## src/rtl/ppm_pkg.sv

```systemverilog
// Constants for the port pin function multiplexer
package ppm_pkg;
  localparam int NPORT = 5;
  localparam int PW = 8;
  // Port index
  localparam logic [2:0] PORT_KBD = 3'h0;
  localparam logic [2:0] PORT_ANALOG = 3'h1;
  localparam logic [2:0] PORT_HIGHDRIVE = 3'h2;
  localparam logic [2:0] PORT_SPECIAL = 3'h3;
  localparam logic [2:0] PORT_SERIAL = 3'h4;
  // Register map: port block at port*stride, register within block
  localparam logic [7:0] PORT_STRIDE = 8'h10;
  localparam logic [3:0] REG_DATA = 4'h0;
  localparam logic [3:0] REG_DIR = 4'h4;
  localparam logic [3:0] REG_PULL = 4'h8;
  localparam logic [3:0] REG_FUNC = 4'hc;
  localparam logic [7:0] REG_STATUS = 8'h50;
  localparam int STAT_RST_PIN = 0;
  localparam int STAT_IRQ_PIN = 1;
  localparam int STAT_RST_DRIVE = 2;
  // Group enable bit in the function register of CAN, SPI and serial ports
  localparam int FN_GROUP_BIT = 0;
  // Reset values
  localparam logic [7:0] RST_DATA = 8'h00;
  localparam logic [7:0] RST_DIR = 8'h00;
  localparam logic [7:0] RST_PULL = 8'h00;
  localparam logic [7:0] RST_FUNC = 8'h00;
  // Bonded bits, pull-up capable bits and peripheral capable bits (index 4 first)
  localparam logic [NPORT-1:0][PW-1:0] IMPL_MASK = {8'h3f, 8'hff, 8'h7f, 8'hff, 8'hff};
  localparam logic [NPORT-1:0][PW-1:0] PULL_MASK = {8'h00, 8'hff, 8'h7f, 8'h00, 8'hff};
  localparam logic [NPORT-1:0][PW-1:0] FUNC_MASK = {8'h01, 8'hf1, 8'h01, 8'hff, 8'hff};
  // Cycles during which the reset pin is not sensed after the device lets go of it
  localparam logic [2:0] RST_BLANK_CYC = 3'h4;
  // AHB transfer type
  localparam logic [1:0] HTRANS_NONSEQ = 2'b10;
endpackage : ppm_pkg

```

## src/rtl/ppm_sync.sv

```systemverilog
// Two flip-flop synchroniser for pin inputs
`timescale 1ns/100ps
`default_nettype none
module ppm_sync #(
  parameter int WIDTH = 1,
  parameter logic [WIDTH-1:0] INIT = '0
) (
  input wire logic clk,
  input wire logic nrst,
  input wire logic [WIDTH-1:0] async,
  output logic [WIDTH-1:0] synced
);
  typedef struct packed {
    logic [WIDTH-1:0] first;
    logic [WIDTH-1:0] second;
  } ppm_sync_t;

  ppm_sync_t s_q;
  ppm_sync_t s_d;

  always_comb begin
    s_d.first = async;
    s_d.second = s_q.first;
  end

  always_ff @(posedge clk or negedge nrst) begin
    if (!nrst) begin
      s_q <= {INIT, INIT};
    end else begin
      s_q <= s_d;
    end
  end

  assign synced = s_q.second;
endmodule // ppm_sync
`default_nettype wire

```

## src/rtl/ppm_port_mux.sv

```systemverilog
// Per-port choice between general-purpose and peripheral control
`timescale 1ns/100ps
`default_nettype none
module ppm_port_mux #(
  parameter int PW = 8,
  parameter logic [PW-1:0] IMPL = '1,
  parameter logic [PW-1:0] PULLCAP = '1
) (
  input wire logic [PW-1:0] data,
  input wire logic [PW-1:0] dir,
  input wire logic [PW-1:0] pull,
  input wire logic [PW-1:0] fnEn,
  input wire logic [PW-1:0] perOut,
  input wire logic [PW-1:0] perOe,
  output logic [PW-1:0] pinOut,
  output logic [PW-1:0] pinOe,
  output logic [PW-1:0] pullEn
);
  logic [PW-1:0] oe;

  always_comb begin
    oe = ((fnEn & perOe) | (~fnEn & dir)) & IMPL;
    pinOe = oe;
    pinOut = ((fnEn & perOut) | (~fnEn & data)) & IMPL;
    pullEn = pull & ~oe & PULLCAP & IMPL;
  end
endmodule // ppm_port_mux
`default_nettype wire

```

## src/rtl/ppm_pin_mux.sv

```systemverilog
// Port pin function multiplexer with pull-ups, reset pin and interrupt pin
//
// The implementer's own choices: the register offsets and the AHB-Lite slave port.
`timescale 1ns/100ps
`default_nettype none
module ppm_pin_mux (
  input wire logic clk,
  input wire logic nrst,
  // AHB-Lite slave
  input wire logic hsel,
  input wire logic [31:0] haddr,
  input wire logic [1:0] htrans,
  input wire logic hwrite,
  input wire logic [2:0] hsize,
  input wire logic [31:0] hwdata,
  input wire logic hready,
  output logic hreadyout,
  output logic hresp,
  output logic [31:0] hrdata,
  // Port pins, index 0 keyboard .. 4 serial
  input wire logic [ppm_pkg::NPORT-1:0][ppm_pkg::PW-1:0] pinIn,
  output logic [ppm_pkg::NPORT-1:0][ppm_pkg::PW-1:0] pinOut,
  output logic [ppm_pkg::NPORT-1:0][ppm_pkg::PW-1:0] pinOe,
  output logic [ppm_pkg::NPORT-1:0][ppm_pkg::PW-1:0] pullEn,
  // Peripheral side
  input wire logic [ppm_pkg::NPORT-1:0][ppm_pkg::PW-1:0] perOut,
  input wire logic [ppm_pkg::NPORT-1:0][ppm_pkg::PW-1:0] perOe,
  output logic [ppm_pkg::NPORT-1:0][ppm_pkg::PW-1:0] perIn,
  output logic [ppm_pkg::NPORT-1:0][ppm_pkg::PW-1:0] perSel,
  // Reset and interrupt pins
  input wire logic intRstReq,
  input wire logic rstPinIn,
  output logic rstPinOut,
  output logic rstPinOe,
  output logic chipRstN,
  input wire logic irqPinIn,
  output logic irqPullEn,
  output logic irqLevel
);
  typedef logic [ppm_pkg::NPORT-1:0][ppm_pkg::PW-1:0] ppm_bank_t;

  typedef struct packed {
    ppm_bank_t data;
    ppm_bank_t dir;
    ppm_bank_t pull;
    ppm_bank_t fn;
    ppm_bank_t pinOut;
    ppm_bank_t pinOe;
    ppm_bank_t pullEn;
    ppm_bank_t perSel;
    logic wrPend;
    logic [7:0] wrAddr;
    logic [31:0] rdata;
    logic rstOe;
    logic chipRstN;
    logic [2:0] blank;
    logic irqLevel;
  } ppm_state_t;

  ppm_state_t s_q;
  ppm_state_t s_d;
  ppm_bank_t pinSync;
  ppm_bank_t muxOut;
  ppm_bank_t muxOe;
  ppm_bank_t muxPull;
  logic [1:0] ctlSync;
  logic extRst;
  ppm_bank_t fnEnAll;

  // Bit enables from the function register; grouped pins share one enable bit, special port bits 7:4 have their own
  function automatic logic [7:0] fn_bits(input logic [2:0] port, input logic [7:0] r);
    logic g;
    g = r[ppm_pkg::FN_GROUP_BIT];
    case (port)
      ppm_pkg::PORT_HIGHDRIVE: begin
        fn_bits = {6'h00, {2{g}}};
      end
      ppm_pkg::PORT_SPECIAL: begin
        fn_bits = {r[7:4], {4{g}}};
      end
      ppm_pkg::PORT_SERIAL: begin
        fn_bits = {6'h00, {2{g}}};
      end
      default: begin
        fn_bits = r;
      end
    endcase
  endfunction

  // Data register reads the latch for outputs and the pin for inputs
  function automatic logic [7:0] data_view(input logic [7:0] d, input logic [7:0] oe, input logic [7:0] pin);
    logic [7:0] fromLatch;
    logic [7:0] fromPin;
    fromLatch = d & oe;
    fromPin = pin & ~oe;
    data_view = fromLatch | fromPin;
  endfunction

  // Port and register fields of a bus address
  function automatic logic [2:0] addr_port(input logic [7:0] a);
    addr_port = a[6:4];
  endfunction

  function automatic logic [3:0] addr_reg(input logic [7:0] a);
    addr_reg = a[3:0];
  endfunction

  // Inside the port area and word aligned; no aliases above it
  function automatic logic reg_hit(input logic [7:0] a);
    logic inArea;
    inArea = a < (ppm_pkg::PORT_STRIDE * 8'(ppm_pkg::NPORT));
    reg_hit = inArea && (a[1:0] == 2'b00);
  endfunction

  // Same byte in every port
  function automatic ppm_bank_t fill_bank(input logic [7:0] v);
    fill_bank = {ppm_pkg::NPORT{v}};
  endfunction

  // Bits owned by a peripheral, shared by the pin muxes and the select outputs
  always_comb begin
    for (int p = 0; p < ppm_pkg::NPORT; p++) begin
      fnEnAll[p] = fn_bits(3'(p), s_q.fn[p]) & ppm_pkg::IMPL_MASK[p];
    end
  end

  ppm_sync #(
    .WIDTH(ppm_pkg::NPORT * ppm_pkg::PW),
    .INIT('0)
  ) u_port_sync (
    .clk(clk),
    .nrst(nrst),
    .async(pinIn),
    .synced(pinSync)
  );

  ppm_sync #(
    .WIDTH(2),
    .INIT(2'b11)
  ) u_ctl_sync (
    .clk(clk),
    .nrst(nrst),
    .async({irqPinIn, rstPinIn}),
    .synced(ctlSync)
  );

  for (genvar p = 0; p < ppm_pkg::NPORT; p++) begin : g_port
    ppm_port_mux #(
      .PW(ppm_pkg::PW),
      .IMPL(ppm_pkg::IMPL_MASK[p]),
      .PULLCAP(ppm_pkg::PULL_MASK[p])
    ) u_mux (
      .data(s_q.data[p]),
      .dir(s_q.dir[p]),
      .pull(s_q.pull[p]),
      .fnEn(fnEnAll[p]),
      .perOut(perOut[p]),
      .perOe(perOe[p]),
      .pinOut(muxOut[p]),
      .pinOe(muxOe[p]),
      .pullEn(muxPull[p])
    );
  end

  // Pin low while the device is not driving it and not in the release window
  assign extRst = !ctlSync[0] && !s_q.rstOe && (s_q.blank == 3'h0);

  always_comb begin
    logic rd;
    logic wr;
    logic [2:0] port;
    logic [3:0] reg_;
    logic [7:0] wd;
    logic take;
    take = 1'b0;
    rd = 1'b0;
    wr = 1'b0;
    port = 3'h0;
    reg_ = 4'h0;
    wd = 8'h00;
    s_d = s_q;

    // Write data phase
    if (s_q.wrPend && reg_hit(s_q.wrAddr)) begin
      port = addr_port(s_q.wrAddr);
      reg_ = addr_reg(s_q.wrAddr);
      wd = hwdata[7:0];
      case (reg_)
        ppm_pkg::REG_DATA: begin
          s_d.data[port] = wd & ppm_pkg::IMPL_MASK[port];
        end
        ppm_pkg::REG_DIR: begin
          s_d.dir[port] = wd & ppm_pkg::IMPL_MASK[port];
        end
        ppm_pkg::REG_PULL: begin
          s_d.pull[port] = wd & ppm_pkg::IMPL_MASK[port] & ppm_pkg::PULL_MASK[port];
        end
        ppm_pkg::REG_FUNC: begin
          s_d.fn[port] = wd & ppm_pkg::FUNC_MASK[port];
        end
        default: begin
          s_d.fn[port] = s_q.fn[port];
        end
      endcase
    end

    // Address phase: single NONSEQ transfers, never a wait state
    take = hsel && hready && (htrans == ppm_pkg::HTRANS_NONSEQ);
    wr = take && hwrite;
    rd = take && !hwrite;
    s_d.wrPend = wr;
    s_d.wrAddr = wr ? haddr[7:0] : 8'h00;
    s_d.rdata = 32'h0000_0000;
    if (rd && reg_hit(haddr[7:0])) begin
      port = addr_port(haddr[7:0]);
      reg_ = addr_reg(haddr[7:0]);
      case (reg_)
        ppm_pkg::REG_DATA: begin
          s_d.rdata[7:0] = data_view(s_d.data[port], s_q.pinOe[port], pinSync[port])
                           & ppm_pkg::IMPL_MASK[port];
        end
        ppm_pkg::REG_DIR: begin
          s_d.rdata[7:0] = s_d.dir[port];
        end
        ppm_pkg::REG_PULL: begin
          s_d.rdata[7:0] = s_d.pull[port];
        end
        ppm_pkg::REG_FUNC: begin
          s_d.rdata[7:0] = s_d.fn[port];
        end
        default: begin
          s_d.rdata[7:0] = 8'h00;
        end
      endcase
    end else if (rd && (haddr[7:0] == ppm_pkg::REG_STATUS)) begin
      s_d.rdata[ppm_pkg::STAT_RST_PIN] = ctlSync[0];
      s_d.rdata[ppm_pkg::STAT_IRQ_PIN] = ctlSync[1];
      s_d.rdata[ppm_pkg::STAT_RST_DRIVE] = s_q.rstOe;
    end

    // Reset pin: drive low for internal sources, blank sensing while it rises
    s_d.rstOe = intRstReq;
    if (s_q.rstOe) begin
      s_d.blank = ppm_pkg::RST_BLANK_CYC;
    end else if (s_q.blank != 3'h0) begin
      s_d.blank = s_q.blank - 3'h1;
    end else begin
      s_d.blank = 3'h0;
    end
    s_d.chipRstN = !(extRst || intRstReq);
    s_d.irqLevel = ctlSync[1];

    // External reset returns the control registers to their startup values
    if (extRst) begin
      s_d.data = fill_bank(ppm_pkg::RST_DATA);
      s_d.dir = fill_bank(ppm_pkg::RST_DIR);
      s_d.pull = fill_bank(ppm_pkg::RST_PULL);
      s_d.fn = fill_bank(ppm_pkg::RST_FUNC);
      s_d.wrPend = 1'b0;
    end

    // Registered pin and peripheral controls
    s_d.pinOut = muxOut;
    s_d.pinOe = muxOe;
    s_d.pullEn = muxPull;
    s_d.perSel = fnEnAll;
  end

  always_ff @(posedge clk or negedge nrst) begin
    if (!nrst) begin
      s_q <= '0;
      s_q.chipRstN <= 1'b0;
      s_q.irqLevel <= 1'b1;
    end else begin
      s_q <= s_d;
    end
  end

  assign hreadyout = 1'b1 | s_q.wrPend;
  assign hresp = 1'b0 & s_q.wrPend;
  assign hrdata = s_q.rdata;
  assign pinOut = s_q.pinOut;
  assign pinOe = s_q.pinOe;
  assign pullEn = s_q.pullEn;
  assign perIn = pinSync;
  assign perSel = s_q.perSel;
  assign rstPinOut = 1'b0 & s_q.rstOe;
  assign rstPinOe = s_q.rstOe;
  assign chipRstN = s_q.chipRstN;
  assign irqPullEn = s_q.chipRstN | 1'b1;
  assign irqLevel = s_q.irqLevel;
endmodule // ppm_pin_mux
`default_nettype wire

```

## config.mk

```make
export PLATFORM = sky130hd
export DESIGN_NAME = ppm_pin_mux
export DESIGN_NICKNAME = d
export VERILOG_FILES = /design/src/rtl/ppm_pkg.sv /design/src/rtl/ppm_sync.sv /design/src/rtl/ppm_port_mux.sv /design/src/rtl/ppm_pin_mux.sv
export SDC_FILE = /design/constraint.sdc
export NUM_CORES = 1
export LEC_CHECK = 0
export BUFFER_PORTS_ARGS = -buffer_cell sky130_fd_sc_hd__buf_2
export CAP_MARGIN = 5
export CORE_MARGIN = 1.5
export CORE_UTILIZATION = 49
export CTS_CLUSTER_SIZE = 40
export DETAILED_ROUTE_END_ITERATION = 10
export PLACE_DENSITY = 0.83
export SETUP_SLACK_MARGIN = 0.5
export SLEW_MARGIN = 15
export SYNTH_ARGS = -nofsm -noshare
export SYNTH_HDL_FRONTEND = slang
export SYNTH_HIERARCHICAL = 1
export SYNTH_SLANG_ARGS = --single-unit
```

## constraint.sdc

```tcl
create_clock -name clk -period 2.4 [get_ports clk]
set_input_delay 0.12 -clock clk [delete_from_list [all_inputs] [get_ports clk]]
set_output_delay 0.12 -clock clk [all_outputs]
set_load 0.01 [all_outputs]
```

==> run summary <==
The critical path's largest stage delay is 470 ps. The via count of the first global-routing pass came out at 14023. The worst hold path belongs to the class in2reg. The post-layout worst setup margin came out at -79.2 ps. STA classifies the critical path startpoint as a register. The number of nets with antenna violations after routing came out at 0. Synthesis handed over a netlist of 1527 instances. The ratio of cells with drive above 1 in the final layout came out at 43.0%.

The run finished, with violations left. After floorplanning, the core was divided into 70 placement rows. The count of pins on the block boundary came out at 436.

The slowest stage of the critical path is the sky130_fd_sc_hd__dfrtp_2 cell. The width of the chip came out at 196 um. The signed area change from the synthesized netlist to the final layout is 33.5%. The CTS tree is done. For this design the ratio of total power to cell area is 694 nW/um^2. For the worst-skew pair, the clock arrives at the later sink with an insertion delay of 570 ps. The category of cells accounting for the largest share of critical-path delay is compound AO/OA/AOI/OAI gates. The number of failing setup endpoints in the final timing report is 7. The arrival time of the worst setup path is 2960 ps. Setup repair after global routing could not meet its margin everywhere. The final hold violation count is 0.

The die boundary height came out at 196 um. The setup TNS is -313 ps. The worst-case register-to-register setup slack is -80 ps. The total global routing overflow came out at 0. The mapped cell area is 18300 um^2. On the final layout, the worst hold slack is 79.9 ps.

The final clock period utilization by the worst path came out at 103%. The global placer's final weighted congestion is 0.958. The DRC violation total after the first TritonRoute iteration came out at 1130.

In the routed design, unresolved DRC markers number 0. The max capacitance violation total came out at 0. The post-place setup slack is -216 ps. STA classifies the critical path endpoint as a register.

The via-per-instance ratio is 5.46. The shortest clock period the worst path allows after layout came out at 2480 ps. Timing would allow up to 0.403 GHz. The total routed wirelength came out at 59300 um.

The worst-case IR drop observed on VDD is 637 uV. In the final design database the tool counted 2225 nets. The average footprint of a synthesized cell came out at 12.0 um^2. The register clock-pin slew on the reported worst setup and hold paths is 60 ps.

The total CTS buffers is 44. The number of slew-limit violations in the final report came out at 0. The area of the core is 36700 um^2. The sum of internal, switching and leakage power came out at 16.9 mW.

The checks that failed: negative setup slack. The buffers plus inverters on the worst setup path came out at 3. The endpoint required time on the critical path is 2880 ps.

The finished cells cover 24400 um^2. The core utilization of the finished layout is 66.4%. The wire length of the first global-routing pass is 86100 um.

The worst slew margin relative to its limit came out at 22.5%. The finished layout holds 2525 standard cells, fillers aside. In this run, placement finished with an instance count of 2319. The first detailed-routing pass ran for 6 iterations. Dividing the detail-routed wire length by the instance count gives 23.5 um.

Traced cell by cell, the critical path runs through buf_4, nor4_4, buf_6, nand3_4, buf_6, mux2i_1, a221oi_1, a221oi_1, o211ai_1. The total leakage power came out at 12.2 nW. Summed over all nets, the half-perimeter wirelength after detailed placement is 41100 um. Clock tree synthesis selected as its root buffer the cell sky130_fd_sc_hd__clkbuf_16. The maximum buffer depth of the clock tree is 3.

The overall die area came out at 38500 um^2. The slew at the pin with the worst max-slew slack came out at 1150 ps. The post-route clock skew came out at 21.4 ps. The total of fill cells in the finished design is 2555. The overall fraction of global-route tracks in use is 30.2%. Entering global routing, the biggest net connects 73 pins. The placed instances occupy a cell area of 20600 um^2. The initial antenna violation count is 3.

The number of input and output port buffers inserted is 338. The number of H-tree levels is 2. The total clock sinks is 407. The maximum fanout count along the critical path is 9.

The setup path with the least slack is of type reg2reg. The warning count from the yosys run came out at 6. The initial core utilization came out at 49.8%. The number of vias after detailed routing came out at 13799.
[routing by layer]
layer	vias to the layer above	global-route usage [%]	part of all wire, %
met5	-	0	0.035
met4	4	11.7	4.1
met3	152	7.44	8.7
met2	787	49.9	48
met1	6893	38.4	39
li1	5963	-	-
[worst register-to-register path: stages, from the launching register on]
cell and delay [ps]:
sky130_fd_sc_hd__dfrtp_2 470, sky130_fd_sc_hd__buf_4 190, sky130_fd_sc_hd__nor4_4 270, sky130_fd_sc_hd__buf_6 190, sky130_fd_sc_hd__nand3_4 90, sky130_fd_sc_hd__buf_6 180
sky130_fd_sc_hd__mux2i_1 160, sky130_fd_sc_hd__a221oi_1 470, sky130_fd_sc_hd__a221oi_1 190, sky130_fd_sc_hd__o211ai_1 200
[registers in the layout, indices dropped and copies added, names as in the netlist]
name,flops
s_q,146
pinOe,40
pinOut,40
pullEn,40
u_port_sync/s_d,40
u_port_sync/synced,40
fnEnAll,23
perSel,23
hrdata,8
u_ctl_sync/s_d,2
u_ctl_sync/synced,2
chipRstN,1
irqLevel,1
rstPinOe,1
[cell type report]
type                            instances  area (um^2)  area share [%]
Antenna cell                            1         2.50          0.0103
Clock inverter                         21          314            1.29
Clock buffer                           58         1230            5.06
Tap cell                              468          586            2.40
Sequential cell                       407        10200            41.8
Timing Repair Buffer                  657         4800            19.7
Multi-Input combinational cell        879         7120            29.2
Inverter                               34          128           0.523
[cell usage in the layout, fill, tap and decap left out, types with 24 or more instances in the layout]
cell / instances
sky130_fd_sc_hd__nand3_1: 31
sky130_fd_sc_hd__mux2_4: 47
sky130_fd_sc_hd__mux2_2: 24
sky130_fd_sc_hd__and2_1: 29
sky130_fd_sc_hd__mux2i_1: 71
sky130_fd_sc_hd__inv_1: 31
sky130_fd_sc_hd__conb_1: 81
sky130_fd_sc_hd__buf_4: 148
sky130_fd_sc_hd__buf_6: 36
sky130_fd_sc_hd__nor2_1: 157
sky130_fd_sc_hd__buf_2: 337
sky130_fd_sc_hd__dlygate4sd3_1: 109
sky130_fd_sc_hd__dfrtp_1: 398
sky130_fd_sc_hd__clkbuf_16: 45
sky130_fd_sc_hd__mux2i_4: 29
sky130_fd_sc_hd__a21oi_1: 35
sky130_fd_sc_hd__nor2_2: 32
sky130_fd_sc_hd__nand2_1: 48
[what timing repair did]
action,4_1_cts,5_1_grt
setup endpoints to repair,88,138
hold buffers,109,0
hold endpoints to repair,190,0
pin swaps,9,23
resized for setup,67,152
setup buffers,7,10
[power breakdown]
| group | total, mW | switching (mW) | internal [mW] |
|---|---|---|---|
| Clock | 7.24 | 2.84 | 4.40 |
| Combinational | 2.10 | 1.14 | 0.960 |
| Sequential | 7.57 | 0.278 | 7.29 |
[worst paths after layout]
kind | start | end | cells after the start
setup / recovery | s_q[39] | hrdata[4] | 9
hold / removal | hwdata[2] | fnEnAll[2] | 3
setup reg to reg | s_q[39] | hrdata[4] | 9
hold reg to reg | u_port_sync/s_d[8] | u_port_sync/synced[8] | 0
max in group asynchronous | nrst | pinOut[4] | 3
min in group asynchronous | nrst | perSel[2] | 2
Power figures use the tool's default switching activity.
